--- src/design/gsic_pkg.sv ---
// Purpose: shared constants and types of the global sync and interrupt control block
// Assumes: one 250 MHz core clock, asynchronous active-high reset
// Notes: register indices are word indices on the internal register port
//
// Functional notes
// - pin hop-sync global enable bit 7 gates hop sync on pin-driven channels.
// - pin start-sync global enable bit 6 gates start sync on pin-driven channels.
// - first-only bit 5 accepts only the first sync event, ignores later ones.
// - edge bit 4 set means rising edge is event, clear means high level.
// - bits 3..0 enable sync pins; each channel picks one pin.
// - soft hop enable bit 7 applies hop sync to channels selected in 5..0.
// - soft start enable bit 6 applies start sync to selected channels.
// - writing soft select bits 5..0 fires the chosen sync on set channels.
// - bit 10 selects CMOS when set, LVDS when clear; resets to CMOS.
// - setting autocalibrate bit 8 runs calibration, result applied at end.
// - with autocalibrate clear the pads take manual value bits 3..0.
// - flags 15..10 set on enabled AGC RSSI update that differs from previous.
// - flags 9..4 set when a channel's signature registers are loaded.
// - flags 3..0 set when enabled port power-monitor period expires.
// - interrupt flags are read-only; host writes leave them unchanged.
// - mask bits 15..10 clear means no RSSI interrupt for that AGC.
// - mask bits 9..4 clear means no data-ready interrupt for that channel.
// - ports B and D only monitored in real CMOS mode.
// - start sync starts a channel only if its enable was set beforehand.
`default_nettype none

package gsic_pkg;
	// ----------------------------------------------------------------
	// clock and timing
	// ----------------------------------------------------------------
	localparam int unsigned CLK_PERIOD_PS = 4000;
	localparam int unsigned CAL_SETTLE_NS = 40;
	localparam int unsigned CAL_SETTLE_CYC =
		(CAL_SETTLE_NS * 1000 + CLK_PERIOD_PS - 1) / CLK_PERIOD_PS;

	// ----------------------------------------------------------------
	// register port
	// ----------------------------------------------------------------
	localparam int unsigned ADDR_W = 3;
	localparam int unsigned DATA_W = 16;
	localparam logic [2:0] ADDR_PIN_SYNC = 3'h0;
	localparam logic [2:0] ADDR_SOFT_SYNC = 3'h1;
	localparam logic [2:0] ADDR_PAD_MODE = 3'h2;
	localparam logic [2:0] ADDR_IRQ_FLAGS = 3'h3;
	localparam logic [2:0] ADDR_IRQ_MASK = 3'h4;

	// reset values
	localparam logic [7:0] PIN_SYNC_RST = 8'h00;
	localparam logic [7:0] SOFT_SYNC_RST = 8'h00;
	localparam logic [10:0] PAD_MODE_RST = 11'h600;
	localparam logic [15:0] IRQ_RST = 16'h0000;

	// field positions
	localparam int unsigned HOP_EN_BIT = 7;
	localparam int unsigned START_EN_BIT = 6;
	localparam int unsigned FIRST_ONLY_BIT = 5;
	localparam int unsigned EDGE_BIT = 4;
	localparam int unsigned CMOS_BIT = 10;
	localparam int unsigned AUTOCAL_BIT = 8;
	localparam int unsigned PAD_MODE_W = 11;
	localparam int unsigned RSSI_LSB = 10;
	localparam int unsigned BIST_LSB = 4;
	localparam int unsigned PM_LSB = 0;
	localparam int unsigned PORT_B = 1;
	localparam int unsigned PORT_D = 3;

	// sizes
	localparam int unsigned NUM_CH = 6;
	localparam int unsigned NUM_PIN = 4;
	localparam int unsigned NUM_PORT = 4;
	localparam int unsigned RSSI_W = 12;
	localparam int unsigned CAL_W = 4;
	localparam logic [3:0] CAL_MAX = 4'hF;

	// calibration engine states
	typedef enum logic [1:0] {
		CAL_IDLE = 2'b00,
		CAL_SETTLE = 2'b01,
		CAL_DONE = 2'b10
	} gsic_cal_state_t;
endpackage
`default_nettype wire

--- src/design/gsic_cal_if.sv ---
// Purpose: carrier between the control registers and the pad calibration engine
// Assumes: single clock domain
// Notes: start is a one-cycle pulse
`timescale 1ns/1ps
`default_nettype none
interface gsic_cal_if;
	logic start;
	logic cmp;
	logic busy;
	logic done;
	logic [3:0] code;

	modport ctrl (output start, output cmp, input busy, input done, input code);
	modport eng (input start, input cmp, output busy, output done, output code);
endinterface
`default_nettype wire

--- src/design/gsic_cal_engine.sv ---
// Purpose: LVDS pad autocalibration sweep
// Assumes: pad comparator input is synchronous to clk
// Notes: steps codes upward, stops at first code where the comparator trips or at max
`timescale 1ns/1ps
`default_nettype none
module gsic_cal_engine (
	input wire logic clk, // core clock
	input wire logic reset, // async reset, active high
	gsic_cal_if.eng cal // calibration carrier
);
	gsic_pkg::gsic_cal_state_t state;
	logic [7:0] settle_cnt;
	logic settle_end;

	// end of one settle interval
	assign settle_end = (settle_cnt == 8'(gsic_pkg::CAL_SETTLE_CYC - 1));
	assign cal.busy = (state == gsic_pkg::CAL_SETTLE);
	assign cal.done = (state == gsic_pkg::CAL_DONE);

	// sweep state machine
	always_ff @(posedge clk or posedge reset) begin
		if (reset) begin
			state <= gsic_pkg::CAL_IDLE;
		end else if (cal.start) begin
			state <= gsic_pkg::CAL_SETTLE;
		end else begin
			unique case (state)
				gsic_pkg::CAL_IDLE: begin
					state <= gsic_pkg::CAL_IDLE;
				end
				gsic_pkg::CAL_SETTLE: begin
					if (settle_end && (cal.cmp || cal.code == gsic_pkg::CAL_MAX)) begin
						state <= gsic_pkg::CAL_DONE;
					end
				end
				gsic_pkg::CAL_DONE: begin
					state <= gsic_pkg::CAL_DONE;
				end
				default: begin
					state <= gsic_pkg::CAL_IDLE;
				end
			endcase
		end
	end

	// settle counter
	always_ff @(posedge clk or posedge reset) begin
		if (reset) begin
			settle_cnt <= 8'h00;
		end else if (cal.start || settle_end || state != gsic_pkg::CAL_SETTLE) begin
			settle_cnt <= 8'h00;
		end else begin
			settle_cnt <= settle_cnt + 8'h01;
		end
	end

	// code under trial
	always_ff @(posedge clk or posedge reset) begin
		if (reset) begin
			cal.code <= 4'h0;
		end else if (cal.start) begin
			cal.code <= 4'h0;
		end else if (state == gsic_pkg::CAL_SETTLE && settle_end && !cal.cmp
			&& cal.code != gsic_pkg::CAL_MAX) begin
			cal.code <= cal.code + 4'h1;
		end
	end
endmodule
`default_nettype wire

--- src/design/gsic_top.sv ---
// Purpose: global sync triggering, input pad mode and interrupt flag control
// Assumes: register port and event inputs synchronous to clk
// Notes: read data answers one cycle after rd_en; flag reads clear the flags read
`timescale 1ns/1ps
`default_nettype none
module gsic_top (
	input wire logic clk, // core clock, 250 MHz
	input wire logic reset, // async reset, active high
	input wire logic [2:0] reg_addr, // register index
	input wire logic wr_en, // write strobe
	input wire logic [15:0] wr_data, // write data
	input wire logic rd_en, // read strobe
	output logic [15:0] rd_data, // read data, valid cycle after rd_en
	input wire logic [3:0] sync_pin, // external sync pins
	input wire logic [5:0] chan_pin_mode, // channel programmed for pin sync
	input wire logic [11:0] chan_pin_sel, // 2-bit pin choice per channel
	input wire logic [5:0] chan_enable, // channel enable bits
	output logic [5:0] hop_sync, // per-channel hop sync pulse
	output logic [5:0] start_sync, // per-channel start sync pulse
	output logic cmos_mode, // 1 CMOS ports, 0 LVDS ports
	output logic [3:0] lvds_cal, // calibration value to pads
	input wire logic pad_cmp, // pad calibration comparator
	output logic cal_busy, // autocalibration running
	input wire logic [5:0] rssi_valid, // AGC produced an RSSI word
	input wire logic [71:0] rssi_word, // 12-bit RSSI word per AGC
	input wire logic [5:0] bist_loaded, // signature registers loaded
	input wire logic [3:0] pm_expire, // power-monitor period ended
	input wire logic port_a_complex, // ports A/B form a complex pair
	input wire logic port_c_complex, // ports C/D form a complex pair
	output logic irq // any flag set
);
	// ----------------------------------------------------------------
	// registers and state
	// ----------------------------------------------------------------
	logic [7:0] pin_sync_config;
	logic [7:0] soft_sync_config;
	logic [10:0] input_pad_mode_control;
	logic [15:0] interrupt_flags;
	logic [15:0] interrupt_mask;
	logic [3:0] sync_pin_d;
	logic [3:0] pin_event;
	logic [5:0] sync_seen;
	logic [5:0] next_hop;
	logic [5:0] next_start;
	logic [71:0] rssi_prev;
	logic [5:0] rssi_changed;
	logic [15:0] flag_set;
	logic [15:0] flag_clr;
	logic [3:0] auto_value;
	logic [3:0] port_active;
	logic soft_write;
	logic first_only;
	gsic_cal_if cal_bus ();

	// address match on a strobe
	function automatic logic hit(input logic en, input logic [2:0] a, input logic [2:0] b);
		hit = en && (a == b);
	endfunction

	// ----------------------------------------------------------------
	// register writes
	// ----------------------------------------------------------------
	assign soft_write = hit(wr_en, reg_addr, gsic_pkg::ADDR_SOFT_SYNC);
	assign first_only = pin_sync_config[gsic_pkg::FIRST_ONLY_BIT];

	// pin sync configuration
	always_ff @(posedge clk or posedge reset) begin
		if (reset) begin
			pin_sync_config <= gsic_pkg::PIN_SYNC_RST;
		end else if (hit(wr_en, reg_addr, gsic_pkg::ADDR_PIN_SYNC)) begin
			pin_sync_config <= wr_data[7:0];
		end
	end

	// soft sync configuration
	always_ff @(posedge clk or posedge reset) begin
		if (reset) begin
			soft_sync_config <= gsic_pkg::SOFT_SYNC_RST;
		end else if (soft_write) begin
			soft_sync_config <= wr_data[7:0];
		end
	end

	// pad mode; bit 9 stored as the host writes it
	always_ff @(posedge clk or posedge reset) begin
		if (reset) begin
			input_pad_mode_control <= gsic_pkg::PAD_MODE_RST;
		end else if (hit(wr_en, reg_addr, gsic_pkg::ADDR_PAD_MODE)) begin
			input_pad_mode_control <= wr_data[10:0];
		end
	end

	// interrupt mask
	always_ff @(posedge clk or posedge reset) begin
		if (reset) begin
			interrupt_mask <= gsic_pkg::IRQ_RST;
		end else if (hit(wr_en, reg_addr, gsic_pkg::ADDR_IRQ_MASK)) begin
			interrupt_mask <= wr_data;
		end
	end

	// ----------------------------------------------------------------
	// sync triggering
	// ----------------------------------------------------------------
	// pin history for edge detection
	always_ff @(posedge clk or posedge reset) begin
		if (reset) begin
			sync_pin_d <= 4'h0;
		end else begin
			sync_pin_d <= sync_pin;
		end
	end

	// per-pin event: edge or level, gated by pin enable
	always_comb begin
		if (pin_sync_config[gsic_pkg::EDGE_BIT]) begin
			pin_event = sync_pin & ~sync_pin_d;
		end else begin
			pin_event = sync_pin;
		end
		pin_event = pin_event & pin_sync_config[3:0];
	end

	// combine pin and soft requests per channel
	always_comb begin
		next_hop = 6'h00;
		next_start = 6'h00;
		for (int ch = 0; ch < gsic_pkg::NUM_CH; ch++) begin
			// channel listens to a single pin of its choice
			if (chan_pin_mode[ch] && pin_event[chan_pin_sel[2*ch +: 2]]) begin
				next_hop[ch] = pin_sync_config[gsic_pkg::HOP_EN_BIT];
				next_start[ch] = pin_sync_config[gsic_pkg::START_EN_BIT];
			end
			// soft sync fires on the write of the select bits
			if (soft_write && wr_data[ch]) begin
				next_hop[ch] = next_hop[ch] | wr_data[gsic_pkg::HOP_EN_BIT];
				next_start[ch] = next_start[ch] | wr_data[gsic_pkg::START_EN_BIT];
			end
			next_start[ch] = next_start[ch] & chan_enable[ch];
			// later events dropped while first-only holds
			if (first_only && sync_seen[ch]) begin
				next_hop[ch] = 1'b0;
				next_start[ch] = 1'b0;
			end
		end
	end

	// first event memory, released when first-only is cleared
	always_ff @(posedge clk or posedge reset) begin
		if (reset) begin
			sync_seen <= 6'h00;
		end else if (!first_only) begin
			sync_seen <= 6'h00;
		end else begin
			sync_seen <= sync_seen | (next_hop | next_start);
		end
	end

	// sync pulses to the channels
	always_ff @(posedge clk or posedge reset) begin
		if (reset) begin
			hop_sync <= 6'h00;
			start_sync <= 6'h00;
		end else begin
			hop_sync <= next_hop;
			start_sync <= next_start;
		end
	end

	// ----------------------------------------------------------------
	// pad mode and calibration
	// ----------------------------------------------------------------
	assign cal_bus.cmp = pad_cmp;
	assign cal_bus.start = hit(wr_en, reg_addr, gsic_pkg::ADDR_PAD_MODE)
		&& wr_data[gsic_pkg::AUTOCAL_BIT];
	assign cal_busy = cal_bus.busy;
	gsic_cal_engine u_cal (
		.clk(clk),
		.reset(reset),
		.cal(cal_bus.eng)
	);
	// calibration result taken at the end of the sweep
	always_ff @(posedge clk or posedge reset) begin
		if (reset) begin
			auto_value <= 4'h0;
		end else if (cal_bus.done) begin
			auto_value <= cal_bus.code;
		end
	end

	// pad outputs
	always_ff @(posedge clk or posedge reset) begin
		if (reset) begin
			cmos_mode <= gsic_pkg::PAD_MODE_RST[gsic_pkg::CMOS_BIT];
			lvds_cal <= 4'h0;
		end else begin
			cmos_mode <= input_pad_mode_control[gsic_pkg::CMOS_BIT];
			if (input_pad_mode_control[gsic_pkg::AUTOCAL_BIT]) begin
				lvds_cal <= auto_value;
			end else begin
				lvds_cal <= input_pad_mode_control[3:0];
			end
		end
	end

	// ----------------------------------------------------------------
	// interrupt flags
	// ----------------------------------------------------------------
	// previous RSSI words
	always_ff @(posedge clk or posedge reset) begin
		if (reset) begin
			rssi_prev <= 72'h0;
		end else begin
			for (int a = 0; a < gsic_pkg::NUM_CH; a++) begin
				if (rssi_valid[a]) begin
					rssi_prev[12*a +: 12] <= rssi_word[12*a +: 12];
				end
			end
		end
	end
	// ports B and D exist only in real CMOS mode
	always_comb begin
		port_active = 4'hF;
		port_active[gsic_pkg::PORT_B] = cmos_mode && !port_a_complex;
		port_active[gsic_pkg::PORT_D] = cmos_mode && !port_c_complex;
		for (int a = 0; a < gsic_pkg::NUM_CH; a++) begin
			rssi_changed[a] = rssi_valid[a]
				&& (rssi_word[12*a +: 12] != rssi_prev[12*a +: 12]);
		end
	end

	// set and clear terms; clear on read of the flags
	assign flag_set = {rssi_changed, bist_loaded, pm_expire & port_active}
		& interrupt_mask;
	assign flag_clr = hit(rd_en, reg_addr, gsic_pkg::ADDR_IRQ_FLAGS) ? interrupt_flags : 16'h0000;
	// sticky flags, set wins; host writes never reach them
	always_ff @(posedge clk or posedge reset) begin
		if (reset) begin
			interrupt_flags <= gsic_pkg::IRQ_RST;
		end else begin
			interrupt_flags <= (interrupt_flags & ~flag_clr) | flag_set;
		end
	end
	assign irq = |interrupt_flags;

	// ----------------------------------------------------------------
	// register reads
	// ----------------------------------------------------------------
	always_ff @(posedge clk or posedge reset) begin
		if (reset) begin
			rd_data <= 16'h0000;
		end else if (rd_en) begin
			unique case (reg_addr)
				gsic_pkg::ADDR_PIN_SYNC: rd_data <= {8'h00, pin_sync_config};
				gsic_pkg::ADDR_SOFT_SYNC: rd_data <= {8'h00, soft_sync_config};
				gsic_pkg::ADDR_PAD_MODE: rd_data <= {5'h00, input_pad_mode_control};
				gsic_pkg::ADDR_IRQ_FLAGS: rd_data <= interrupt_flags;
				gsic_pkg::ADDR_IRQ_MASK: rd_data <= interrupt_mask;
				default: rd_data <= 16'h0000;
			endcase
		end
	end
endmodule
`default_nettype wire

--- config.mk ---
export PLATFORM = sky130hd
export DESIGN_NAME = gsic_top
export DESIGN_NICKNAME = d
export VERILOG_FILES = /design/src/design/gsic_pkg.sv /design/src/design/gsic_cal_if.sv /design/src/design/gsic_cal_engine.sv /design/src/design/gsic_top.sv
export SDC_FILE = /design/constraint.sdc
export NUM_CORES = 1
export LEC_CHECK = 0
export BUFFER_PORTS_ARGS = -buffer_cell sky130_fd_sc_hd__buf_4
export CAP_MARGIN = 15
export CORE_ASPECT_RATIO = 1.2
export CORE_MARGIN = 5
export CORE_UTILIZATION = 45
export CTS_CLUSTER_DIAMETER = 50
export CTS_CLUSTER_SIZE = 14
export DETAILED_ROUTE_END_ITERATION = 7
export PLACE_DENSITY = 0.76
export SYNTH_ARGS = -nofsm -noshare
export SYNTH_HDL_FRONTEND = slang
export SYNTH_SLANG_ARGS = --single-unit
--- constraint.sdc ---
create_clock -name clk -period 9.24 [get_ports clk]
set_input_delay 1.848 -clock clk [delete_from_list [all_inputs] [get_ports clk]]
set_output_delay 1.848 -clock clk [all_outputs]
set_load 0.01 [all_outputs]
==> results by group <==
Min path
  – Worst min path class: register to register

Clock tree
  – CTS tree: yes
  – Reg clk slew, reported paths: 0.07 ns
  – Post CTS Setup Buffer Count: 0
  – Longest Clk Path Bufs: 2
  – Post-CTS Hold Fix Bufs: 0
  – Clock root cell: clkbuf_16
  – PostCTS Resize Cnt: 0
  – CTS Sinks: roughly 190
  – CTS HTree Levels: 4
  – Cts bufs inserted: 17
  – Clk_lat worst skew: about 0.43 ns

Global routing
  – GR Util met2: 31.4%
  – Met3 Use GR: approximately 5.7%
  – GRT Util Overall: a little under a fifth
  – Vias in the first global route: approximately 6300
  – Number of antenna violations at the first check in global routing: 2
  – GR Overflow Total: 0
  – First-pass GRT wire length: approximately 33 mm
  – Grt met1 use: a little under a quarter
  – Maximum number of pins on one net before global-route repair: roughly 120
  – Gr busiest metal: met2

Setup path
  – Critical Path End Type: output port
  – Crit path buffers/inverters: 1
  – Startpoint types: register
  – Slowest CP cell: dfrtp_1
  – Worst Path Arrival: 1.68 ns
  – CP max FO: 3
  – CP Data Required Time: ~7.4 ns
  – Delay-heaviest family, CP: simple AND/OR/NAND/NOR gates
  – Crit path cell chain: nor4_1 -> nand4_1 -> buf_4
  – CP Class: register to output port
  – CP max stage delay: between 0.4 and 0.5 ns

Floorplan
  – Die W: 138 µm
  – Area of the core: 19400 µm²
  – Die area: between 20000 and 25000 µm²
  – Num rows: 56
  – Starting Density: 45.5%
  – Num ports: 177
  – Die height: approximately 160 µm

Placement
  – Placed instance count: 1123
  – Dpl hpwl: roughly 15 mm
  – Port buffer count: between 150 and 200
  – Placer Congestion: roughly 0.83

Synth
  – Synth Instances: 710
  – Syn nets: ~860
  – Distinct cells, synth: 46
  – Commonest register cell after synthesis: dfrtp_1
  – Number of synthesized flops with an enable pin: 0
  – Syn. warnings: 0
  – Post-synth ARST share: 100%
  – Mapped Avg Cell Area: 12.4 µm²
  – Sequential area share after synthesis: 54.4%
  – Number of synthesized register bits: between 150 and 200
  – Mapped cell area: slightly below 9000 µm²

Timing
  – Crit share post-route: 38.2%
  – Achievable Freq: roughly 280 MHz
  – Final Setup Violations: 0
  – Final Hold Fails: 0
  – Clk_skew: approximately 0.014 ns
  – RSZ-0062 raised after global routing: no
  – Slew HR: between 30% and 40%
  – Final Slew Violations: 0
  – Slew at the pin with the worst max-slew slack: approximately 1 ns
  – TNS Setup: 0 ns
  – Period minus WS final: ~3.5 ns

Pwr
  – Peak VDD IR: between 0.1 and 0.15 mV
  – NetSw: 572 µW
  – Logic gate share of total power: roughly 16%
  – Leakage: between 0.004 and 0.005 µW
  – Sequential share of power: between 40 and 50%
  – Internal power: between 1500 and 2000 µW
  – Switching share of power: between 20 and 30%
  – Clock power frac: between 30 and 40%
  – Cell Pwr Density: around 200 nW/µm²

Drt
  – DR pass1 iterations: 5
  – DR iter-0 viols: ~350
  – Post-route DRC: 0
  – Post-route ant nets: 0
  – WL final: ~21 mm
  – Via count: 6292
  – Via/cell ratio: roughly 5.4
  – Avg WL per Cell: 18.1 µm

Run
  – Max_cap viols: 0

Finish
  – P&R area growth vs syn: 24.8%
  – NumNets Final: ~1000
  – Filler cells: roughly 1700
  – Final Non-Filler Cells: roughly 1200
  – Share of layout cells above drive strength 1: between 30% and 40%

Run status
  – Outcome: finished, final reports clean
==> placed cells by master, fill, tap and decap left out, types with 12 or more instances in the layout <==
cell and instances:
buf_4 178, clkbuf_16 17, nand3_1 12, nor2_1 26
inv_1 26, dfrtp_1 189, a22oi_1 21, nand2_1 32
xor2_1 77, nor4_1 22, a21oi_1 23, mux2_2 127
o21ai_0 13
==> synth_stat cells (11+ instances only) <==
library cell / count / area, µm²
o21ai_0: 13 / 65.1
a22oi_1: 21 / 158
dfrtp_1: 189 / 4730
nand2_1: 32 / 120
nor4_1: 22 / 138
inv_1: 27 / 101
nor2_1: 26 / 97.6
mux2_2: 127 / 1430
xor2_1: 77 / 674
nand3_1: 12 / 60.1
a21oi_1: 23 / 115
o22ai_1: 11 / 68.8
==> registers in the layout, summed over array words and instances, names as in the netlist <==
signal	count
start_sync	6
lvds_cal	4
sync_pin_d	4
auto_value	4
sync_seen	6
interrupt_flags	16
u_cal.cal.code	4
rd_data	16
interrupt_mask	16
rssi_prev	72
pin_sync_config	8
cmos_mode	1
u_cal.settle_cnt	8
u_cal.state	2
soft_sync_config	8
input_pad_mode_control	11
hop_sync	6
==> final timing paths <==
check	startpoint	endpoint	slack, ns	depth (start not counted)
worst max-delay path	interrupt_flags[7]	irq	5.71	3
worst min-delay path	input_pad_mode_control[10]	cmos_mode	0.39	0
worst max register to register	pin_sync_config[4]	sync_seen[3]	7.10	4
worst min register to register	input_pad_mode_control[10]	cmos_mode	0.39	0
max in group asynchronous	reset	interrupt_flags[13]	6.14	3
min in group asynchronous	reset	rssi_prev[26]	1.56	2
==> power groups by stage <==
| stage | Combinational, µW | Sequential [µW] | Clock (µW) |
|---|---|---|---|
| after floorplan | 222 | 1030 | 0 |
| after global placement | 344 | 1050 | 0 |
| after detailed placement | 353 | 1060 | 0 |
| after CTS | 357 | 1040 | 823 |
| after global routing | 388 | 1050 | 854 |
| final | 352 | 1040 | 809 |
==> area by class of cell <==
class	instances	area, µm²	share of cell area [%]
Antenna cell	1	2.50	0.0227
Clock buffer	20	437	3.96
Clock inverter	12	208	1.88
Inverter	27	109	0.987
Multi-Input combinational cell	465	3800	34.5
Sequential cell	192	4810	43.6
Tap cell	261	327	2.96
Timing Repair Buffer	178	1340	12.1
==> cell families (layout without fill, tap and decap cells) <==
family / after synthesis / count (layout) / synth area share [%]
other: 0 / 1 / 0
adders and majority gates: 5 / 5 / 0.708
DFF: 192 / 192 / 54.4
muxes: 132 / 132 / 16.9
and+or+nand+nor: 123 / 123 / 7.34
AOI/OAI and AO/OA: 125 / 125 / 10.1
buffers and inverters: 53 / 237 / 2.58
xor gates and xnor gates: 80 / 80 / 7.93
==> worst register-to-register path: stages, from the launching register on <==
cell	delay (ns)
dfrtp_1	0.47
a21oi_1	0.74
o2111ai_1	0.28
o32a_1	0.41
a31oi_1	0.17
==> metal layers <==
metal  wire (µm)  vias up
met5          20        -
met4         447        2
met3        1500       32
met2       10500      204
met1        8510     3138
li1            -     2916
==> metrics by stage <==
stage          utilization (%)  area [µm²]  hold WS [ns]  total power [µW]  setup WS, ns
6_report                  56.8       11000         0.385              2200          5.71
3_5_place_dp              53.5       10400         0.376              1410          5.54
3_3_place_gp              53.5       10400         0.378              1400          5.60
4_1_cts                   56.8       11000         0.386              2220          5.73
5_1_grt                   56.8       11000         0.388              2300          5.62
2_1_floorplan                -        8840         0.359              1250          2.17
(Power assumes the default switching activity.)
